<file path="src/sdcr_cfg.svh">
/*
 * Constants of the decode configuration bank: configuration offsets, reset values,
 * field positions, the clock-chip I/O range and the option-rom base.
 * Assumes it is included by bare name before any code that uses it.
 */
`ifndef SDCR_CFG_SVH
`define SDCR_CFG_SVH

`define SDCR_OFF_FEN_LO     8'h5a
`define SDCR_OFF_FEN_HI     8'h5b
`define SDCR_OFF_SIO        8'h5c
`define SDCR_OFF_SFE        8'h5d
`define SDCR_OFF_PPID       8'h5e
`define SDCR_OFF_PPM        8'h5f
`define SDCR_OFF_DRT3       8'h61
`define SDCR_OFF_ROM        8'h62

`define SDCR_FEN_STRAP_HI   16'hffbf
`define SDCR_FEN_STRAP_LO   16'h0000
`define SDCR_FEN_WMASK      16'hffbf
`define SDCR_SFE_RST        8'h00
`define SDCR_SFE_WMASK      8'h03
`define SDCR_PPM_RST        8'h00
`define SDCR_PPM_WMASK      8'h07
`define SDCR_DRT3_RST       8'h00
`define SDCR_DRT3_WMASK     8'h0f
`define SDCR_ROM_RST        8'h00
`define SDCR_SIO_RST        8'h00
`define SDCR_PPID_VAL       8'h5a

`define SDCR_FEN_RTC        8
`define SDCR_FEN_KBC        13
`define SDCR_SIO_PNF        0
`define SDCR_SIO_LOCK38     1
`define SDCR_SIO_LOCK19     2
`define SDCR_SIO_FIRSG      3
`define SDCR_SIO_ALTKBC     4
`define SDCR_SIO_BAUDT      5
`define SDCR_SIO_UIR        6
`define SDCR_SIO_KBRNG      7
`define SDCR_SFE_FDCCFG     0
`define SDCR_SFE_SERIRQ     1
`define SDCR_P92_LOCK38     3
`define SDCR_P92_LOCK19     5
`define SDCR_DRT3_EN        3
`define SDCR_DRT3_NONE      3'h4

`define SDCR_ROM_BASE       32'h000c0000
`define SDCR_ROM_WIN_LSB    14
`define SDCR_RTC_BASE       16'h0070
`define SDCR_RTC_MASK       16'h0001
`define SDCR_CLAIM_DLY      2

`endif

</file>
<file path="src/sdcr_pkg.sv">
/*
 * Types shared by the decode configuration bank.
 * Assumes sdcr_cfg.svh supplies the numeric constants.
 */
package sdcr_pkg;
    typedef enum logic [2:0] {
        SDCR_PP_COMPAT  = 3'b000,
        SDCR_PP_EXT     = 3'b001,
        SDCR_PP_EPP17   = 3'b010,
        SDCR_PP_EPP19   = 3'b011,
        SDCR_PP_ECP     = 3'b100,
        SDCR_PP_RSV5    = 3'b101,
        SDCR_PP_RSV6    = 3'b110,
        SDCR_PP_ECPEPP  = 3'b111
    } sdcr_ppmode_t;

    typedef enum logic [1:0] {
        SDCR_CL_IDLE  = 2'b00,
        SDCR_CL_WAIT  = 2'b01,
        SDCR_CL_CLAIM = 2'b10
    } sdcr_claim_t;

    // i/o range hit on a 16-bit port address; mask bits are don't-care
    function automatic logic sdcr_io_hit(input logic [15:0] a, input logic [15:0] b, input logic [15:0] m);
        sdcr_io_hit = ((a & ~m) == (b & ~m));
    endfunction
endpackage

</file>
<file path="src/sdcr_dec_if.sv">
/*
 * Carrier between the register bank and its address decoder.
 * Assumes both ends sit on the same clock.
 */
`timescale 1ns/1ps
interface sdcr_dec_if;
    logic [15:0] fen;
    logic        alt_kbc;
    logic        kb_range;
    logic [7:0]  rom_en;
    logic [15:0] kb_base;
    logic [31:0] addr;
    logic        io_cyc;
    logic        mem_cyc;
    logic [15:0] fn_hit;
    logic        kbc_hit;
    logic        rtc_hit;
    logic        pm_hit;
    logic        rom_hit;
    logic        claim;

    modport bank (output fen, alt_kbc, kb_range, rom_en, kb_base, addr, io_cyc, mem_cyc,
                  input fn_hit, kbc_hit, rtc_hit, pm_hit, rom_hit, claim);
    modport dec  (input fen, alt_kbc, kb_range, rom_en, kb_base, addr, io_cyc, mem_cyc,
                  output fn_hit, kbc_hit, rtc_hit, pm_hit, rom_hit, claim);
endinterface

</file>
<file path="src/sdcr_addr_dec.sv">
/*
 * Combinational address decoder: which enabled function, chip select or option-rom
 * window a cycle hits.
 * Assumes address and cycle type are stable for the cycle in which they are decoded.
 */
`timescale 1ns/1ps
`include "sdcr_cfg.svh"
module sdcr_addr_dec (
    sdcr_dec_if.dec d
);
    import sdcr_pkg::*;

    // fixed legacy port ranges, listed from enable bit 15 down to bit 0; bit 13 uses the keyboard base
    localparam logic [15:0] FN_BASE [16] = '{16'h00b2, 16'h0061, 16'h0060, 16'h00c0, 16'h0000,
        16'h0040, 16'h0020, 16'h0070, 16'h0092, 16'h0000, 16'h0378, 16'h0170, 16'h02f8,
        16'h01f0, 16'h03f8, 16'h03f0};
    localparam logic [15:0] FN_MASK [16] = '{16'h0001, 16'h0000, 16'h0000, 16'h001f, 16'h000f,
        16'h0003, 16'h0001, 16'h0001, 16'h0000, 16'h0000, 16'h0007, 16'h0007, 16'h0007,
        16'h0007, 16'h0007, 16'h0007};

    logic [15:0] pa;
    logic [15:0] raw;
    logic [15:0] kb_off;
    logic        kb_any;

    assign pa = d.addr[15:0];

    genvar g;
    generate
        for (g = 0; g < 16; g++) begin : g_fn
            if (g == 6) begin : g_rsv
                assign raw[g] = 1'b0;
            end else if (g == 9) begin : g_pic
                assign raw[g] = sdcr_io_hit(pa, 16'h0020, 16'h0001) | sdcr_io_hit(pa, 16'h00a0, 16'h0001)
                              | sdcr_io_hit(pa, 16'h00f0, 16'h0000);
            end else if (g == `SDCR_FEN_KBC) begin : g_kbc
                // the power chip select needs the cycle claimed even when the range bit is clear
                assign raw[g] = d.kbc_hit | d.pm_hit;
            end else begin : g_fix
                assign raw[g] = sdcr_io_hit(pa, FN_BASE[15-g], FN_MASK[15-g]);
            end
        end
    endgenerate

    assign kb_off = pa - d.kb_base;
    assign kb_any = d.io_cyc && d.fen[`SDCR_FEN_KBC] && (kb_off[15:3] == 13'h0000) && !kb_off[0];

    always_comb begin
        d.kbc_hit = 1'b0;
        d.pm_hit  = 1'b0;
        if (kb_any) begin
            case (kb_off[2:0])
                3'h0, 3'h4: d.kbc_hit = 1'b1;
                3'h2, 3'h6: begin
                    d.kbc_hit = d.kb_range;
                    d.pm_hit  = d.alt_kbc;
                end
                default: d.kbc_hit = 1'b0;
            endcase
        end
    end

    assign d.rtc_hit = d.io_cyc && d.fen[`SDCR_FEN_RTC] && sdcr_io_hit(pa, `SDCR_RTC_BASE, `SDCR_RTC_MASK);

    assign d.rom_hit = d.mem_cyc && (d.addr[31:17] == 15'(`SDCR_ROM_BASE >> 17))
                     && d.rom_en[d.addr[16:`SDCR_ROM_WIN_LSB]];

    assign d.fn_hit = d.io_cyc ? (raw & d.fen) : 16'h0000;
    assign d.claim  = (|d.fn_hit) | d.rom_hit;
endmodule

</file>
<file path="src/sdcr_top.sv">
/*
 * Decode configuration register bank of the I/O function: function enables,
 * system I/O options, special functions, parallel-port mode, request-line-3
 * routing and option-rom windows, with the cycle claim and chip selects they steer.
 * Assumes configuration accesses arrive one byte at a time, and that bus cycles are
 * announced by a one-cycle start pulse with address and type valid in that cycle.
 */
`timescale 1ns/1ps
`include "sdcr_cfg.svh"
module sdcr_top #(
    parameter logic [7:0] PPID_VALUE = `SDCR_PPID_VAL // arbitrary identity value
) (
    input  wire logic        mclk,
    input  wire logic        sys_rst,
    input  wire logic        function_default_strap_n,
    input  wire logic        cfg_rd,
    input  wire logic        cfg_wr,
    input  wire logic [7:0]  cfg_offset,
    input  wire logic [7:0]  cfg_wdata,
    output logic [7:0]       cfg_rdata,
    output logic             cfg_rd_valid,
    input  wire logic        cyc_start,
    input  wire logic        cyc_end,
    input  wire logic        cyc_io,
    input  wire logic        cyc_mem,
    input  wire logic [31:0] cyc_addr,
    input  wire logic [15:0] keyboard_ctrl_base,
    output logic             devsel_n,
    output logic [15:0]      function_hit,
    output logic             keyboard_ctrl_select_n,
    output logic             clock_chip_select_n,
    output logic             option_rom_select_n,
    input  wire logic        clock_latch_in,
    output logic             clock_chip_latch_pin,
    input  wire logic        floppy_on_parport_input,
    output logic             shared_pins_floppy,
    input  wire logic        port92_wr,
    input  wire logic [7:0]  port92_wdata,
    output logic             cmos_lock_38_3f,
    output logic             cmos_lock_19,
    input  wire logic [1:0]  fast_infrared_req,
    output logic [1:0]       fast_infrared_ack,
    output logic [1:0]       legacy_fir_req,
    input  wire logic [1:0]  legacy_fir_ack,
    output logic [1:0]       sg_fir_req,
    input  wire logic [1:0]  sg_fir_ack,
    input  wire logic        uart1_baud_clk,
    input  wire logic        uart1_dtr_core_n,
    output logic             uart1_dtr_pin_n,
    output logic             infrared_uart_mode,
    output logic             floppy_cfg_access_en,
    output logic             floppy_cfg_index_clear,
    input  wire logic        cpu_intr,
    output logic             serial_irq_sequence,
    output sdcr_pkg::sdcr_ppmode_t parport_mode,
    input  wire logic        parport_dir_bit,
    output logic             parport_data_oe,
    input  wire logic        expansion_dma_request3,
    output logic [7:0]       legacy_dma_req3,
    input  wire logic [7:0]  legacy_dma_ack_n,
    output logic             expansion_dma_ack3_n
);
    import sdcr_pkg::*;

    sdcr_dec_if dif ();

    logic [15:0] fen_q, fen_d;
    logic [7:0]  sio_q, sio_d;
    logic [7:0]  sfe_q, sfe_d;
    logic [7:0]  ppm_q, ppm_d;
    logic [7:0]  drt_q, drt_d;
    logic [7:0]  rom_q, rom_d;
    logic [7:0]  rdata_q, rdata_d;
    logic        rdv_q, rdv_d;
    logic        lock38_q, lock38_d;
    logic        lock19_q, lock19_d;
    logic        fdc_clr_q, fdc_clr_d;
    logic        intr_q, intr_d;
    logic        sirq_q, sirq_d;
    sdcr_claim_t cl_q, cl_d;
    logic [15:0] hit_q, hit_d;
    logic        kbs_q, kbs_d;
    logic        rtcs_q, rtcs_d;
    logic        pms_q, pms_d;
    logic        roms_q, roms_d;

    assign dif.fen      = fen_q;
    assign dif.alt_kbc  = sio_q[`SDCR_SIO_ALTKBC];
    assign dif.kb_range = sio_q[`SDCR_SIO_KBRNG];
    assign dif.rom_en   = rom_q;
    assign dif.kb_base  = keyboard_ctrl_base;
    assign dif.addr     = cyc_addr;
    assign dif.io_cyc   = cyc_io;
    assign dif.mem_cyc  = cyc_mem;

    sdcr_addr_dec u_dec (
        .d (dif.dec)
    );

    // configuration registers: byte writes, reserved bits masked off on entry
    always_comb begin
        fen_d = fen_q;
        sio_d = sio_q;
        sfe_d = sfe_q;
        ppm_d = ppm_q;
        drt_d = drt_q;
        rom_d = rom_q;
        if (cfg_wr) begin
            case (cfg_offset)
                `SDCR_OFF_FEN_LO: fen_d[7:0]  = cfg_wdata & 8'(`SDCR_FEN_WMASK);
                `SDCR_OFF_FEN_HI: fen_d[15:8] = cfg_wdata;
                `SDCR_OFF_SIO:    sio_d = cfg_wdata;
                `SDCR_OFF_SFE:    sfe_d = cfg_wdata & `SDCR_SFE_WMASK;
                `SDCR_OFF_PPM:    ppm_d = cfg_wdata & `SDCR_PPM_WMASK;
                `SDCR_OFF_DRT3:   drt_d = cfg_wdata & `SDCR_DRT3_WMASK;
                `SDCR_OFF_ROM:    rom_d = cfg_wdata;
                default:          fen_d = fen_q;
            endcase
        end
        if (sys_rst) begin
            // strap sampled while reset is held, so the value present at release wins
            fen_d = function_default_strap_n ? `SDCR_FEN_STRAP_HI : `SDCR_FEN_STRAP_LO;
            sio_d = `SDCR_SIO_RST;
            sfe_d = `SDCR_SFE_RST;
            ppm_d = `SDCR_PPM_RST;
            drt_d = `SDCR_DRT3_RST;
            rom_d = `SDCR_ROM_RST;
        end
    end

    always_ff @(posedge mclk) begin
        fen_q <= fen_d;
        sio_q <= sio_d;
        sfe_q <= sfe_d;
        ppm_q <= ppm_d;
        drt_q <= drt_d;
        rom_q <= rom_d;
    end

    // read port: one cycle after the request, unmapped offsets read zero
    always_comb begin
        rdv_d   = cfg_rd && !sys_rst;
        rdata_d = 8'h00;
        if (cfg_rd) begin
            case (cfg_offset)
                `SDCR_OFF_FEN_LO: rdata_d = fen_q[7:0];
                `SDCR_OFF_FEN_HI: rdata_d = fen_q[15:8];
                `SDCR_OFF_SIO:    rdata_d = sio_q;
                `SDCR_OFF_SFE:    rdata_d = sfe_q;
                `SDCR_OFF_PPID:   rdata_d = PPID_VALUE;
                `SDCR_OFF_PPM:    rdata_d = ppm_q;
                `SDCR_OFF_DRT3:   rdata_d = drt_q;
                `SDCR_OFF_ROM:    rdata_d = rom_q;
                default:          rdata_d = 8'h00;
            endcase
        end
        if (sys_rst) begin
            rdata_d = 8'h00;
        end
    end

    always_ff @(posedge mclk) begin
        rdata_q <= rdata_d;
        rdv_q   <= rdv_d;
    end

    assign cfg_rdata    = rdata_q;
    assign cfg_rd_valid = rdv_q;

    // cmos locks are sticky until reset; a lock only takes effect if its option bit allows it
    always_comb begin
        lock38_d = lock38_q | (port92_wr & port92_wdata[`SDCR_P92_LOCK38] & sio_q[`SDCR_SIO_LOCK38]);
        lock19_d = lock19_q | (port92_wr & port92_wdata[`SDCR_P92_LOCK19] & sio_q[`SDCR_SIO_LOCK19]);
        fdc_clr_d = sfe_d[`SDCR_SFE_FDCCFG] & ~sfe_q[`SDCR_SFE_FDCCFG];
        intr_d   = cpu_intr;
        sirq_d   = cpu_intr & ~intr_q & sfe_q[`SDCR_SFE_SERIRQ];
        if (sys_rst) begin
            lock38_d  = 1'b0;
            lock19_d  = 1'b0;
            fdc_clr_d = 1'b0;
            intr_d    = 1'b0;
            sirq_d    = 1'b0;
        end
    end

    always_ff @(posedge mclk) begin
        lock38_q  <= lock38_d;
        lock19_q  <= lock19_d;
        fdc_clr_q <= fdc_clr_d;
        intr_q    <= intr_d;
        sirq_q    <= sirq_d;
    end

    assign cmos_lock_38_3f        = lock38_q;
    assign cmos_lock_19           = lock19_q;
    assign floppy_cfg_index_clear = fdc_clr_q;
    assign floppy_cfg_access_en   = sfe_q[`SDCR_SFE_FDCCFG];
    assign serial_irq_sequence    = sirq_q;

    // claim sequencer: decode latched at the start, devsel from the second clock to the end
    always_comb begin
        cl_d   = cl_q;
        hit_d  = hit_q;
        kbs_d  = kbs_q;
        rtcs_d = rtcs_q;
        pms_d  = pms_q;
        roms_d = roms_q;
        case (cl_q)
            SDCR_CL_IDLE: begin
                if (cyc_start && dif.claim) begin
                    cl_d   = SDCR_CL_WAIT;
                    hit_d  = dif.fn_hit;
                    kbs_d  = dif.kbc_hit;
                    rtcs_d = dif.rtc_hit;
                    pms_d  = dif.pm_hit;
                    roms_d = dif.rom_hit;
                end
            end
            SDCR_CL_WAIT: cl_d = SDCR_CL_CLAIM;
            SDCR_CL_CLAIM: begin
                if (cyc_end) begin
                    cl_d   = SDCR_CL_IDLE;
                    hit_d  = 16'h0000;
                    kbs_d  = 1'b0;
                    rtcs_d = 1'b0;
                    pms_d  = 1'b0;
                    roms_d = 1'b0;
                end
            end
            default: cl_d = SDCR_CL_IDLE;
        endcase
        if (sys_rst) begin
            cl_d   = SDCR_CL_IDLE;
            hit_d  = 16'h0000;
            kbs_d  = 1'b0;
            rtcs_d = 1'b0;
            pms_d  = 1'b0;
            roms_d = 1'b0;
        end
    end

    always_ff @(posedge mclk) begin
        cl_q   <= cl_d;
        hit_q  <= hit_d;
        kbs_q  <= kbs_d;
        rtcs_q <= rtcs_d;
        pms_q  <= pms_d;
        roms_q <= roms_d;
    end

    logic claiming;
    assign claiming               = (cl_q == SDCR_CL_CLAIM);
    assign devsel_n               = ~claiming;
    assign function_hit           = claiming ? hit_q : 16'h0000;
    // gate with the live enable too, so a disable written mid-cycle drops the select at once
    assign keyboard_ctrl_select_n = ~(claiming & kbs_q & fen_q[`SDCR_FEN_KBC]);
    assign option_rom_select_n    = ~(claiming & roms_q);
    // the clock-chip select only exists in the alternate keyboard configuration
    assign clock_chip_select_n    = ~(claiming & rtcs_q & sio_q[`SDCR_SIO_ALTKBC]);
    // latch pin: power chip select (active low) in alternate mode, else the latch itself
    assign clock_chip_latch_pin   = sio_q[`SDCR_SIO_ALTKBC] ? ~(claiming & pms_q) : clock_latch_in;

    // pin personalities and routing
    assign shared_pins_floppy = sio_q[`SDCR_SIO_PNF] & ~floppy_on_parport_input;
    assign legacy_fir_req     = sio_q[`SDCR_SIO_FIRSG] ? 2'b00 : fast_infrared_req;
    assign sg_fir_req         = sio_q[`SDCR_SIO_FIRSG] ? fast_infrared_req : 2'b00;
    assign fast_infrared_ack  = sio_q[`SDCR_SIO_FIRSG] ? sg_fir_ack : legacy_fir_ack;
    assign uart1_dtr_pin_n    = sio_q[`SDCR_SIO_BAUDT] ? uart1_baud_clk : uart1_dtr_core_n;
    assign infrared_uart_mode = sio_q[`SDCR_SIO_UIR];

    assign parport_mode = sdcr_ppmode_t'(ppm_q[2:0]);
    // compatible mode forces output; every other mode leaves direction to the port
    assign parport_data_oe = (parport_mode == SDCR_PP_COMPAT) ? 1'b1 : ~parport_dir_bit;

    // request line 3: no conflict check across sources, software keeps channels unique
    logic       drt_on;
    logic [2:0] drt_ch;
    assign drt_on = drt_q[`SDCR_DRT3_EN] && (drt_q[2:0] != `SDCR_DRT3_NONE);
    assign drt_ch = drt_q[2:0];
    assign legacy_dma_req3      = drt_on ? (8'(expansion_dma_request3) << drt_ch) : 8'h00;
    assign expansion_dma_ack3_n = drt_on ? legacy_dma_ack_n[drt_ch] : 1'b1;

    // checks
    kbc_gated_a: assert property (@(posedge mclk) disable iff (sys_rst)
        !fen_q[`SDCR_FEN_KBC] |-> keyboard_ctrl_select_n) else $error("keyboard select while disabled");
    claim_time_a: assert property (@(posedge mclk) disable iff (sys_rst)
        (cl_q == SDCR_CL_IDLE && cyc_start && dif.claim) |=> devsel_n ##1 !devsel_n)
        else $error("devsel not on second clock");
    no_claim_a: assert property (@(posedge mclk) disable iff (sys_rst)
        (cl_q == SDCR_CL_IDLE && cyc_start && !dif.claim) |=> ##1 devsel_n)
        else $error("claim without enabled hit");
    strap_load_a: assert property (@(posedge mclk)
        $fell(sys_rst) |-> fen_q == ($past(function_default_strap_n) ? `SDCR_FEN_STRAP_HI : `SDCR_FEN_STRAP_LO))
        else $error("strap reset value wrong");
    lock38_a: assert property (@(posedge mclk) disable iff (sys_rst)
        (port92_wr && port92_wdata[`SDCR_P92_LOCK38] && sio_q[`SDCR_SIO_LOCK38]) |=> cmos_lock_38_3f)
        else $error("cmos 38-3f lock missed");
    lock19_a: assert property (@(posedge mclk) disable iff (sys_rst)
        (!cmos_lock_19 && !(port92_wr && sio_q[`SDCR_SIO_LOCK19])) |=> !cmos_lock_19)
        else $error("cmos 19 lock without cause");
    fdc_clear_a: assert property (@(posedge mclk) disable iff (sys_rst)
        $rose(floppy_cfg_access_en) |-> floppy_cfg_index_clear) else $error("index not cleared");
    sirq_gate_a: assert property (@(posedge mclk) disable iff (sys_rst)
        (!sfe_q[`SDCR_SFE_SERIRQ]) |=> !serial_irq_sequence) else $error("serial irq while off");
    pp_compat_a: assert property (@(posedge mclk) disable iff (sys_rst)
        (ppm_q[2:0] == 3'b000) |-> parport_data_oe) else $error("compat data not driven");
    dma_route_a: assert property (@(posedge mclk) disable iff (sys_rst)
        !drt_q[`SDCR_DRT3_EN] |-> (legacy_dma_req3 == 8'h00 && expansion_dma_ack3_n))
        else $error("line 3 routed while off");
    pnf_mux_a: assert property (@(posedge mclk) disable iff (sys_rst)
        floppy_on_parport_input |-> !shared_pins_floppy) else $error("floppy on pins");

    claim_seen_c: cover property (@(posedge mclk) disable iff (sys_rst) $fell(devsel_n));
    rom_sel_c: cover property (@(posedge mclk) disable iff (sys_rst) !option_rom_select_n);
    pm_sel_c: cover property (@(posedge mclk) disable iff (sys_rst)
        sio_q[`SDCR_SIO_ALTKBC] && !clock_chip_latch_pin);
    lock_c: cover property (@(posedge mclk) disable iff (sys_rst) $rose(cmos_lock_38_3f));
endmodule

</file>
<file path="config.mk">
export PLATFORM = sky130hd
export DESIGN_NAME = sdcr_top
export DESIGN_NICKNAME = d
export VERILOG_FILES = /design/src/sdcr_pkg.sv /design/src/sdcr_dec_if.sv /design/src/sdcr_addr_dec.sv /design/src/sdcr_top.sv
export VERILOG_INCLUDE_DIRS = /design/src
export SDC_FILE = /design/constraint.sdc
export NUM_CORES = 1
export LEC_CHECK = 0
export ABC_AREA = 1
export ABC_CLOCK_PERIOD_IN_PS = 2050
export BUFFER_PORTS_ARGS = -buffer_cell sky130_fd_sc_hd__clkbuf_2
export CAP_MARGIN = 30
export CELL_PAD_IN_SITES_DETAIL_PLACEMENT = 0
export CELL_PAD_IN_SITES_GLOBAL_PLACEMENT = 1
export CORE_MARGIN = 2
export CORE_UTILIZATION = 32
export DETAILED_ROUTE_END_ITERATION = 6
export PLACE_DENSITY = 0.77
export SLEW_MARGIN = 10
export SYNTH_ARGS = -nofsm -noshare
export SYNTH_HDL_FRONTEND = slang
export SYNTH_SLANG_ARGS = --single-unit
</file>
<file path="constraint.sdc">
create_clock -name mclk -period 2.05 [get_ports mclk]
set_input_delay 0.205 -clock mclk [delete_from_list [all_inputs] [get_ports mclk]]
set_output_delay 0.205 -clock mclk [all_outputs]
set_load 0.005 [all_outputs]
</file>
* Yosys cells after proc, flatten, opt, wreduce, memory -nomap -nowiden
Cells that the tools add are included.
** Cells by class
- Add/subtract/negate cells :: 1
- $lt $le $gt $ge :: 2
- Equality and inequality tests :: 32
- Shifts and indexed selects :: 1
- Muxes and demuxes :: 42
- Bitwise gates (word level) :: 31
- Reductions and logical operators :: 34
** Operator list (number)
- 2-to-1 mux 16 bit :: 7
- == test 8 x 7 -> 1 bit (second input constant) :: 8
- case mux 8 bit (8 select lines) :: 1
- == test 13 x 7 -> 1 bit (second input constant) :: 4
- == test 16 x 8 -> 1 bit (second input constant) :: 2
- case mux 16 bit (2 select lines) :: 1
- == test 15 x 7 -> 1 bit (second input constant) :: 2
- == test 13 x 6 -> 1 bit (second input constant) :: 2
- 2-to-1 mux 8 bit :: 3
- 2-to-1 mux 1 bit :: 17
- AND 16 bit :: 1
- == test 16 x 7 -> 1 bit (second input constant) :: 1
- logical NOT 16 bit :: 1
- AND reduction 2 bit :: 8
- OR reduction 16 bit :: 1
- subtractor 16 bit :: 1
- == test 15 x 3 -> 1 bit (second input constant) :: 1
- == test 15 x 5 -> 1 bit (second input constant) :: 1
- == test 15 x 6 -> 1 bit (second input constant) :: 1
- AND 1 bit :: 14
- == test 14 x 5 -> 1 bit (second input constant) :: 1
- logical NOT 13 bit :: 1
- == test 11 x 3 -> 1 bit (second input constant) :: 1
- logical AND 1 bit :: 10
- other kinds (20) :: 53
** Storage, ports and cells
- Bits in registers :: 77
- Output and inout port bits :: 57
- Logic and storage cells :: 164

* Depth between registers and ports, before layout
Gate-level depths: netlist of the first run.
- Depth after elaboration :: 13
- Depth in mapped cells :: 21
- Mapped depth without buffers :: 20

* Cells and area by module
From an unflattened synthesis of the first run, not the netlist that was laid out.
** Unflattened totals
- Cells, all modules :: 842
- Area, all modules :: 5167.5 µm²
** By module, submodules not included
- sdcr_top :: times used 1, cells an instance 476, area each 3462.1 µm², seq. area each 1671.6 µm²
- sdcr_addr_dec :: times used 1, cells an instance 366, area each 1705.4 µm², seq. area each 0.0 µm²

* Worst setup path before layout of the first run
No wires, ideal clock.
- Path type :: input to register
- From :: in keyboard_ctrl_base[5]
- To :: reg hit_q[1]
- Data arrival time :: 2012 ps
- Data required time :: 1983 ps
- Setup slack :: -29 ps
- Stages :: 20
- Buffers on the path :: 1
- Path through :: inv_1 ha_1 nand2_2 inv_1 a21oi_1 nand2_1 nand2_1 nand2_1 nand2_1 nand2_1 inv_1 nand3_1 nor2_2 o211ai_2 nand2_2 nand2_4 nor2_8 buf_12 nand2_1 o21ai_2
** Between the ends
- Word-level cells in the longest chain between the ends :: 13
- Elaborated cells on any way between the ends :: 14
- Those cells by class :: add/sub: 1; eq/ne: 1; mux: 3; bitwise: 3; reduce/logical: 6
** Ends and longest elaborated chain
- start, declared :: RTL line sdcr_top.sv:27 : input wire logic [15:0] keyboard_ctrl_base,
- subtractor 16 bit (*) :: RTL line sdcr_addr_dec.sv:45 : assign kb_off = pa - d.kb_base;
- logical NOT 13 bit (*) :: RTL line sdcr_addr_dec.sv:46 : assign kb_any = d.io_cyc && d.fen[`SDCR_FEN_KBC] && (kb_off[15:3] == 13'h0000) && !kb_off[0];
- logical AND 1 bit (*) (2 in a row) :: RTL line sdcr_addr_dec.sv:46
- 2-to-1 mux 1 bit :: RTL line sdcr_addr_dec.sv:51 : if (kb_any) begin
- OR 1 bit (*) :: RTL line sdcr_addr_dec.sv:38 : assign raw[g] = d.kbc_hit | d.pm_hit;
- AND 16 bit (*) :: RTL line sdcr_addr_dec.sv:68 : assign d.fn_hit = d.io_cyc ? (raw & d.fen) : 16'h0000;
- 2-to-1 mux 16 bit (*) :: RTL line sdcr_addr_dec.sv:68
- OR reduction 16 bit (*) :: RTL line sdcr_addr_dec.sv:69 : assign d.claim = (|d.fn_hit) | d.rom_hit;
- OR 1 bit (*) :: RTL line sdcr_addr_dec.sv:69
- logical AND 1 bit (*) :: RTL line sdcr_top.sv:210 : if (cyc_start && dif.claim) begin
- inequality test 2 bit (no source line) (*)
- AND reduction 3 bit (no source line) (*)
- end signal, assigned :: RTL line sdcr_top.sv:244 : hit_q <= hit_d;
- end, declared :: RTL line sdcr_top.sv:81 : logic [15:0] hit_q, hit_d;
Every way passes the cells marked *; elsewhere a longest branch is shown, timed or not.
A chain may end at the register's enable or synchronous reset.

* Worst setup path after layout of the first run
- From :: in cyc_addr[7]
- To :: reg hit_q[13]
** Between the ends
- Word-level cells in the longest chain between the ends :: 13
- Elaborated cells on any way between the ends :: 34
- Those cells by class :: add/sub: 1; eq/ne: 16; mux: 5; bitwise: 5; reduce/logical: 7
** Ends and longest elaborated chain
- start, declared :: RTL line sdcr_top.sv:26 : input wire logic [31:0] cyc_addr,
- subtractor 16 bit :: RTL line sdcr_addr_dec.sv:45
- logical NOT 13 bit :: RTL line sdcr_addr_dec.sv:46
- logical AND 1 bit (2 in a row) :: RTL line sdcr_addr_dec.sv:46
- 2-to-1 mux 1 bit :: RTL line sdcr_addr_dec.sv:51
- OR 1 bit :: RTL line sdcr_addr_dec.sv:38
- AND 16 bit (*) :: RTL line sdcr_addr_dec.sv:68
- 2-to-1 mux 16 bit (*) :: RTL line sdcr_addr_dec.sv:68
- OR reduction 16 bit :: RTL line sdcr_addr_dec.sv:69
- OR 1 bit :: RTL line sdcr_addr_dec.sv:69
- logical AND 1 bit :: RTL line sdcr_top.sv:210
- inequality test 2 bit (no source line)
- AND reduction 3 bit (no source line)
Every way passes the cells marked *; elsewhere a longest branch is shown, timed or not. The select of a mux whose other input is x is not followed.

==> impl_results.md, run 1 <==
* Status: finished with violations
* Violations in the final reports: negative setup slack
* Psw at 1.179 mW
* Iteration-0 DRC Markers at 421
* Die Wd at 129.2 µm
* Final worst-path cycle share at 102.0%
* Port Buf Inserts at 151
* Clock tree sinks at 75
* M3 GR Usage at 3.551%
* Initial core utilization at 32.85%
* Die Area at 16680 µm²
* Ant. Diodes at 0
* Worst endpoint required time at 2.33 ns
* Non-filler cells, final at 1217
* CTS HTree Levels at 3
* Vias post-DR at 5640
* TritonCTS Buffers at 9
* Internal at 2.787 mW
* Routed len/inst at 13.61 µm
* RSZ-0062 raised after global routing: yes
* WP data arrival at 2.37 ns
* CORE AREA at 15260 µm²
* CP Launch Type: input port
* Final min period at 2.091 ns
* Clk root buf: clkbuf_16
* Initial antenna violation count at 0
* Clock skew at 0.008684 ns
* Hold Path Class: in -> reg
* Mapped Cells at 770
* Post-synth EDFFs at 15
* Synth unique cells at 51
* Layout cell share with drive strength beyond 1 at 40.85%
* Final GP Congestion at 0.9025
* Switching fraction of total power at 29.73%
* DRC at 0
* CP Class: in -> reg
* Crit path capture type: register
* # rows at 45
* CTS tree: built
* Setup tns final at -0.1995 ns
* Post-DP HPWL at 12.80 mm
* Remaining Overflow, GRT at 0
* Yosys top cell by area: dfxtp_1
* Syn Std Cell Area at 5012 µm²
* Vias per cell at 4.634
* Placed insts at 1189
* Maximum VDD drop at 0.0003683 V
* Syn Area/Cell at 6.509 µm²
* Largest net degree at the start of global routing at 25
* Fraction of registers with async set or reset after synthesis at 0%
* Most used standard cell by instance count after synthesis: nand2_1
* Clk pwr share at 36.7%
* Seq cells post-synth at 75
* Global Route met1 Usage at 25.95%
* Area added between synthesis and finish at 51.52%
* # hold bufs at CTS at 0
* Final count of negative-setup-slack endpoints at 9
* Combinational power share at 23.8%
* Register Area at 1654 µm²
* Flop pwr share at 39.5%
* Fillers at 1586
* Slew HR at 48.67%
* Fin. max-slew vios at 0
* Vias in the first global route at 5158
* IO Pins at 160
* Peak Freq at 478.2 MHz
* Post-synth top area share at 23.96%
* Setup WS pre-CTS at -0.4222 ns
* CTS Buffer Depth at 2
* Multi-input gate area at 3331 µm²
* Total routed wirelength at 16.56 mm
* Final hold viol count at 0
* Met2 GRT Util at 32.60%
* Post-route ant nets at 0
* Pleak at 3.615 nW
* All-Layer GR Usage at 19.18%
* Global-route wire length before repair at 25.19 mm
* Worst-Skew Late Latency at 0.34 ns
* Clk slew on worst S/H paths at 0.06 ns
* Worst Slack Setup Final at -0.04111 ns
* PD cells at 522.3 nW/µm²
* Max Cap Violations at 0
* DRT Pass-1 Iters at 5
* Sequential fraction of the synthesis area at 32.95%
* Top Usage Layer GRT: met2
* Main area contributors after synthesis: dfxtp_1, nand2_1, inv_1
* Die height at 129.2 µm
* Synth warn at 0
* Layout Nets at 1119
* Least-Margin Pin Slew at 0.7683 ns
* Main synth FF type: dfxtp_1
* CP max FO at 5
* Post-synth top cells: nand2_1, inv_1, nor2_1
kinds of logic after synthesis:
kind of cell    after synthesis  share of synthesized area, %
fa+ha+maj                    15                         3.744
buf+inv                     167                         13.33
other cells                   1                       0.07482
simple gates                397                         35.50
flops                        75                         32.95
xor+xnor                      3                        0.5243
compound gates              112                         13.88
state kept, by name (all words and copies together), names as in the netlist, 2 cells and up:
| signal | flops |
|---|---|
| sio_q | 8 |
| ppm_q | 3 |
| sfe_q | 2 |
| hit_q | 15 |
| dif.fen | 15 |
| dif.rom_en | 8 |
| cfg_rdata | 8 |
| drt_q | 4 |
| cl_q | 2 |
final cells by class:
| cell class | count | area share (%) |
|---|---|---|
| flip-flops and latches | 75 | 21.78 |
| inverters | 150 | 7.479 |
| well taps | 211 | 3.476 |
| multi-input cells | 530 | 43.85 |
| clock buffers | 10 | 3.015 |
| clock inverters | 6 | 0.5437 |
| repair buffers | 235 | 19.85 |
what timing repair did:
item / 4_1_cts / 5_1_grt
resized for setup: 7 / 165
endpoints found under the setup margin: 18 / 36
pin swaps: 3 / 75
hold endpoints to repair: 0 / 0
cloned: 1 / 1
buffers inserted: 2 / 8
layout by cell type, fill, tap and decap left out, types with 9 or more instances in the layout:
master,Yosys,routed
nand2_1,197,140
clkbuf_2,1,138
inv_1,148,122
buf_4,2,81
nor2_1,89,79
dfxtp_1,60,58
nand2_2,6,44
nand3_1,44,38
a21oi_1,39,33
inv_2,1,25
o21ai_0,28,25
nand2_4,2,19
nor3_1,16,15
ha_4,0,15
edfxtp_1,15,15
nor2_4,2,11
nand4_1,11,11
buf_6,2,11
clkbuf_16,0,10
o21ai_2,9,9
power by group through the flow:
stage                     Combinational, mW  Clock [mW]  Sequential [mW]
after CTS                             0.747        1.48             1.56
after detailed placement              0.737           0             1.60
after global placement                0.737           0             1.60
final                                 0.946        1.46             1.57
after floorplan                       0.402           0             1.58
after global routing                   1.04        1.56             1.57
per-layer routing:
metal  up-vias  wire [µm]  part of all wire (%)
met2       157       7836                    47
li1       2946          -                     -
met1      2528       7796                    47
met5         -          0                     0
met4         0        106                  0.64
met3         9        820                   5.0
metrics by stage:
stage / util, % / hold WS (ns) / total power, mW / cell area (µm²)
after floorplan: - / 0.3296 / 1.987 / 5156
after global placement: 43.46 / 0.3824 / 2.333 / 6631
after detailed placement: 43.46 / 0.3877 / 2.334 / 6631
after CTS: 45.73 / 0.07646 / 3.796 / 6978
after global routing: 49.77 / 0.1008 / 4.168 / 7595
final: 49.77 / 0.08489 / 3.967 / 7595
worst max-delay path: stages:
cell	delay (ns)
buf_2	0.14
ha_4	0.31
nand2_4	0.06
inv_1	0.07
nand2_1	0.08
nor3_2	0.15
nand2_2	0.08
nand2_2	0.08
nor2_1	0.06
nor2_2	0.13
nand3_2	0.09
nor2_2	0.09
o211ai_2	0.10
nand2_2	0.14
nand2_8	0.10
nor2_4	0.19
clkbuf_16	0.18
nand2_4	0.04
o21ai_2	0.05
path summary, 6_finish.rpt:
check	startpoint	to	slack, ns	cells past startpoint
setup / recovery	cyc_addr[7]	hit_q[13]$_SDFFE_PP0P_	-0.04	19
hold reg to reg	intr_q$_SDFF_PP0_	serial_irq_sequence$_SDFF_PP0_	0.39	1
setup reg to reg	dif.fen[13]$_DFFE_PP_	hit_q[13]$_SDFFE_PP0P_	0.03	14
hold / removal	cpu_intr	intr_q$_SDFF_PP0_	0.08	3
Note: power is estimated with default switching activity, not from simulation.
==> inputs of run 2 (changes only) <==
--- a/config.mk
+++ b/config.mk
@@ -16,6 +16,7 @@
 export CORE_UTILIZATION = 32
 export DETAILED_ROUTE_END_ITERATION = 6
 export PLACE_DENSITY = 0.77
+export RECOVER_POWER = 25
 export SLEW_MARGIN = 10
 export SYNTH_ARGS = -nofsm -noshare
 export SYNTH_HDL_FRONTEND = slang
==> impl_results.md, run 2 (synthesis gave the netlist of run 1 again) <==
* Initial core utilization at 32.85%
* WP data arrival at 2.37 ns
* Peak Freq at 477.6 MHz
* R2R depth at 14
* Die Wd at 129.2 µm
* Setup WS pre-CTS at -0.4222 ns
* Die height at 129.2 µm
* Post-route ant nets at 0
* CP Launch Type: input port
* Status: finished with violations
* Vias per cell at 4.640
* Clock skew at 0.007676 ns
* CTS Buffer Depth at 2
* Max Cap Violations at 0
* TritonCTS Buffers at 9
* Total routed wirelength at 16.53 mm
* Worst Slack Setup Final at -0.04402 ns
* Layout cell share with drive strength beyond 1 at 39.76%
* Routed len/inst at 13.58 µm
* Post-DP HPWL at 12.80 mm
* Worst-Skew Late Latency at 0.34 ns
* Violations in the final reports: negative setup slack
* # rows at 45
* Port Buf Inserts at 151
* Clk slew on worst S/H paths at 0.06 ns
* Final hold viol count at 0
* Hold depth at 3
* DRT Pass-1 Iters at 5
* All-Layer GR Usage at 19.18%
* # hold bufs at CTS at 0
* IO Pins at 160
* Initial antenna violation count at 0
* Final min period at 2.094 ns
* Ant. Diodes at 0
* Least-Margin Pin Slew at 0.9786 ns
* Commonest non-fill, non-tap cells in the layout: nand2_1, clkbuf_2, inv_1
* Crit path capture type: register
* Area added between synthesis and finish at 51.20%
* Vias in the first global route at 5158
* Vias post-DR at 5647
* Iteration-0 DRC Markers at 411
* Hold Path Class: in -> reg
* Final GP Congestion at 0.9025
* Final worst-path cycle share at 102.1%
* Final count of negative-setup-slack endpoints at 9
* Worst endpoint required time at 2.33 ns
* CP Class: in -> reg
* Maximum VDD drop at 0.0003672 V
* CP max FO at 5
* Global-route wire length before repair at 25.19 mm
* RSZ-0062 raised after global routing: yes
* DRC at 0
* Die Area at 16680 µm²
* Fin. max-slew vios at 0
* PD cells at 523.0 nW/µm²
* Commonest non-fill, non-tap cell in the layout: nand2_1
* Clock tree sinks at 75
* CTS HTree Levels at 3
* Slew HR at 34.76%
* Layout Nets at 1119
* Pleak at 3.577 nW
* CORE AREA at 15260 µm²
* Clk root buf: clkbuf_16
* Remaining Overflow, GRT at 0
* Largest net degree at the start of global routing at 25
* Hold Slack at 0.08665 ns
* CTS tree: built
[run 2: power breakdown]
part,total (mW),switching (mW),internal (mW),leakage [nW]
combinational,0.945,0.520,0.425,2.82
sequential,1.57,0.0239,1.54,0.631
clock,1.45,0.633,0.819,0.127
[run 2: path summary, 6_finish.rpt]
path / from / end / slack (ns)
hold reg to reg: intr_q$_SDFF_PP0_ / serial_irq_sequence$_SDFF_PP0_ / 0.39
setup reg to reg: dif.fen[13]$_DFFE_PP_ / hit_q[13]$_SDFFE_PP0P_ / 0.03
setup / recovery: cyc_addr[7] / hit_q[13]$_SDFFE_PP0P_ / -0.04
hold / removal: cpu_intr / intr_q$_SDFF_PP0_ / 0.09
[run 2: stage by stage]
| stage | power (mW) | setup TNS (ns) | cells | cell area, µm² | utilization [%] |
|---|---|---|---|---|---|
| detailed placement | 2.334 | -7.586 | 1189 | 6631 | 43.46 |
| global route | 4.167 | -1.723 | 1217 | 7579 | 49.67 |
| global placement | 2.333 | -7.157 | 1189 | 6631 | 43.46 |
| floorplan | 1.987 | 0 | 771 | 5156 | - |
| finish | 3.964 | -0.2221 | 1217 | 7579 | 49.67 |
| CTS | 3.796 | 0 | 1208 | 6978 | 45.73 |
[run 2: critical path, cell delays in order]
cell,delay [ns]
buf_2,0.14
ha_4,0.31
nand2_4,0.06
inv_1,0.07
nand2_1,0.08
nor3_2,0.15
nand2_2,0.08
nand2_2,0.08
nor2_1,0.06
nor2_2,0.13
nand3_2,0.09
nor2_2,0.09
o211ai_2,0.10
nand2_2,0.14
nand2_8,0.10
nor2_4,0.19
clkbuf_16,0.18
nand2_4,0.04
o21ai_2,0.05
[run 2: layer usage]
metal	wire length (µm)	global-route usage (%)	vias to the layer above
li1	-	-	2945
met2	7825	32.60	173
met4	101	2.877	0
met3	886	3.551	9
met5	0	0	-
met1	7715	25.95	2520
[run 2: area by class of cell]
class | count | area, µm²
Clock inverter | 6 | 41.29
Tap cell | 211 | 264.0
Inverter | 150 | 568.0
Clock buffer | 10 | 229.0
Sequential cell | 75 | 1654
Multi-Input combinational cell | 530 | 3331
Fill cell | 1590 | 7680
Timing Repair Buffer | 235 | 1491
[run 2: timing repair]
action	CTS	global route
pin swaps	3	75
cloned	1	1
endpoints found under the hold margin	0	0
setup buffers	2	8
endpoints found under the setup margin	18	36
resized for setup	7	165
==> inputs of run 3 (changes only) <==
--- a/config.mk
+++ b/config.mk
@@ -15,7 +15,7 @@
 export CORE_MARGIN = 2
 export CORE_UTILIZATION = 32
 export DETAILED_ROUTE_END_ITERATION = 6
-export PLACE_DENSITY = 0.77
+export PLACE_DENSITY = 0.73
 export RECOVER_POWER = 25
 export SLEW_MARGIN = 10
 export SYNTH_ARGS = -nofsm -noshare
==> impl_results.md, run 3 (synthesis gave the netlist of run 1 again) <==
* Status: completed
* Worst endpoint required time at 2.26 ns
* Total design power at 4.247 mW
* Maximum VDD drop at 0.0004528 V
* Post-DP HPWL at 12.91 mm
* Top Usage Layer GRT: met2
* Clock skew at 0.009610 ns
* Multi-input gate area at 3309 µm²
* Vias post-DR at 5662
* Layout cell share with drive strength beyond 1 at 38.88%
* Final min period at 1.974 ns
* Die Area at 16680 µm²
* Hold Path Class: in -> reg
* Vias per cell at 4.615
* Worst Slack Setup Final at 0.07648 ns
* Global Route met1 Usage at 26.49%
* Internal at 3.035 mW
* Area added between synthesis and finish at 51.40%
* Slowest CP cell: ha_4
* Slew HR at 47.10%
* Commonest non-fill, non-tap cell in the layout: nand2_1
* TritonCTS Buffers at 9
* Fin. max-slew vios at 0
* Final core utilization at 49.73%
* # hold bufs at CTS at 0
* Largest delay share family, worst path: simple AND/OR/NAND/NOR gates
* Iteration-0 DRC Markers at 313
* CP Class: in -> reg
* Clk root buf: clkbuf_16
* Least-Margin Pin Slew at 0.7917 ns
* Remaining Overflow, GRT at 0
* Initial core utilization at 32.85%
* Register Area at 1652 µm²
* CTS HTree Levels at 3
* IO Pins at 160
* Global-route wire length before repair at 25.07 mm
* Largest net degree at the start of global routing at 25
* CP bufs+invs at 2
* CTS Buffer Depth at 2
* # rows at 45
* Port Buf Inserts at 151
* RSZ-0062 raised after global routing: yes
* Vias in the first global route at 5084
* Hold depth at 3
* CP max FO at 7
* Die Wd at 129.2 µm
* CTS tree: built
* CP Launch Type: input port
* Switching fraction of total power at 28.55%
* All-Layer GR Usage at 19.12%
* Placed Area at 6701 µm²
* Worst-Skew Late Latency at 0.34 ns
* Initial antenna violation count at 0
* R2R depth at 13
* Die height at 129.2 µm
* Fillers at 1627
* Routed len/inst at 13.46 µm
* Non-filler cells, final at 1227
* Final count of negative-setup-slack endpoints at 0
* PD cells at 559.7 nW/µm²
* Hold Slack at 0.07885 ns
* Clk pwr share at 41.7%
* Met2 GRT Util at 30.80%
* CORE AREA at 15260 µm²
* DRT Pass-1 Iters at 5
* Crit path capture type: register
* Psw at 1.212 mW
* DRC at 0
* Post-route ant nets at 0
* Setup tns final at 0 ns
* Max Cap Violations at 0
* M3 GR Usage at 4.294%
* CP max stage delay at 0.31 ns
* Combinational power share at 21.5%
* Layout Nets at 1129
* Setup WS pre-CTS at -0.3798 ns
* Worst R2R Setup Slack at 0.11 ns
* Clock tree sinks at 75
* Path length in cells of the critical path at 18
* Final hold viol count at 0
* Total routed wirelength at 16.52 mm
* Post-layout instance area at 7589 µm²
* Flop pwr share at 36.8%
* Peak Freq at 506.7 MHz
* Pleak at 3.591 nW
* Final worst-path cycle share at 96.27%
* Clk slew on worst S/H paths at 0.06 ns
* WP data arrival at 2.19 ns
* Cell Chain, Critical Path: clkbuf_2 -> ha_4 -> nand2_4 -> nor2_4 -> nand2_4 -> nand3_4 -> nand2_2 -> nand2_2 -> nor2_1 -> nor2_2 -> nand3_2 -> nor2_2 -> o211ai_2 -> nand2_2 -> nand2_8 -> buf_6 -> nand3_1 -> a21oi_1
* Most frequent CP cell: nand2_2
* Placed insts at 1200
* Final GP Congestion at 0.8714
* Commonest non-fill, non-tap cells in the layout: nand2_1, clkbuf_2, inv_1
* Ant. Diodes at 0
-- run 3: cell types whose count changed in the layout (fill, tap and decap cells not counted), moves of 4 or more --
cell and change:
buf_4 +12, clkbuf_2 +9, nand2_1 +8, buf_6 -7
nand2_2 -7, inv_1 +6, inv_2 -5, clkbuf_1 -4
-- run 3: power groups by stage --
stage | combinational [mW] | clock, mW | sequential [mW]
after global routing | 1.01 | 1.85 | 1.57
final | 0.914 | 1.77 | 1.56
after floorplan | 0.402 | 0 | 1.58
after CTS | 0.741 | 1.80 | 1.56
after detailed placement | 0.736 | 0 | 1.60
after global placement | 0.737 | 0 | 1.60
-- run 3: routing by layer --
metal	wire length (µm)	up-vias
li1	-	2957
met1	7666	2491
met2	7559	197
met3	1109	17
met4	184	0
met5	0	-
-- run 3: what timing repair did --
item	in CTS	in global routing
gates cloned	0	4
resized for setup	4	130
setup endpoints to repair	15	21
pin swaps	2	62
buffers inserted	0	7
-- run 3: path summary, 6_finish.rpt --
check	startpoint	to
worst max-delay path	cyc_addr[4]	hit_q[8]$_SDFFE_PP0P_
worst min-delay path	cpu_intr	intr_q$_SDFF_PP0_
worst max register to register	dif.fen[13]$_DFFE_PP_	hit_q[8]$_SDFFE_PP0P_
worst min register to register	intr_q$_SDFF_PP0_	serial_irq_sequence$_SDFF_PP0_
-- run 3: area by class of cell --
type | count | share of cell area (%)
Tap cell | 211 | 3.479
Timing Repair Buffer | 242 | 19.32
Sequential cell | 75 | 21.76
Clock buffer | 9 | 2.968
Clock inverter | 7 | 1.401
Multi-Input combinational cell | 533 | 43.61
Inverter | 150 | 7.453
-- run 3: worst min-delay path, delay by kind of cell --
kind / cells / cell delay [ns]
buf+inv: 2 / 0.14
simple gates: 1 / 0.04
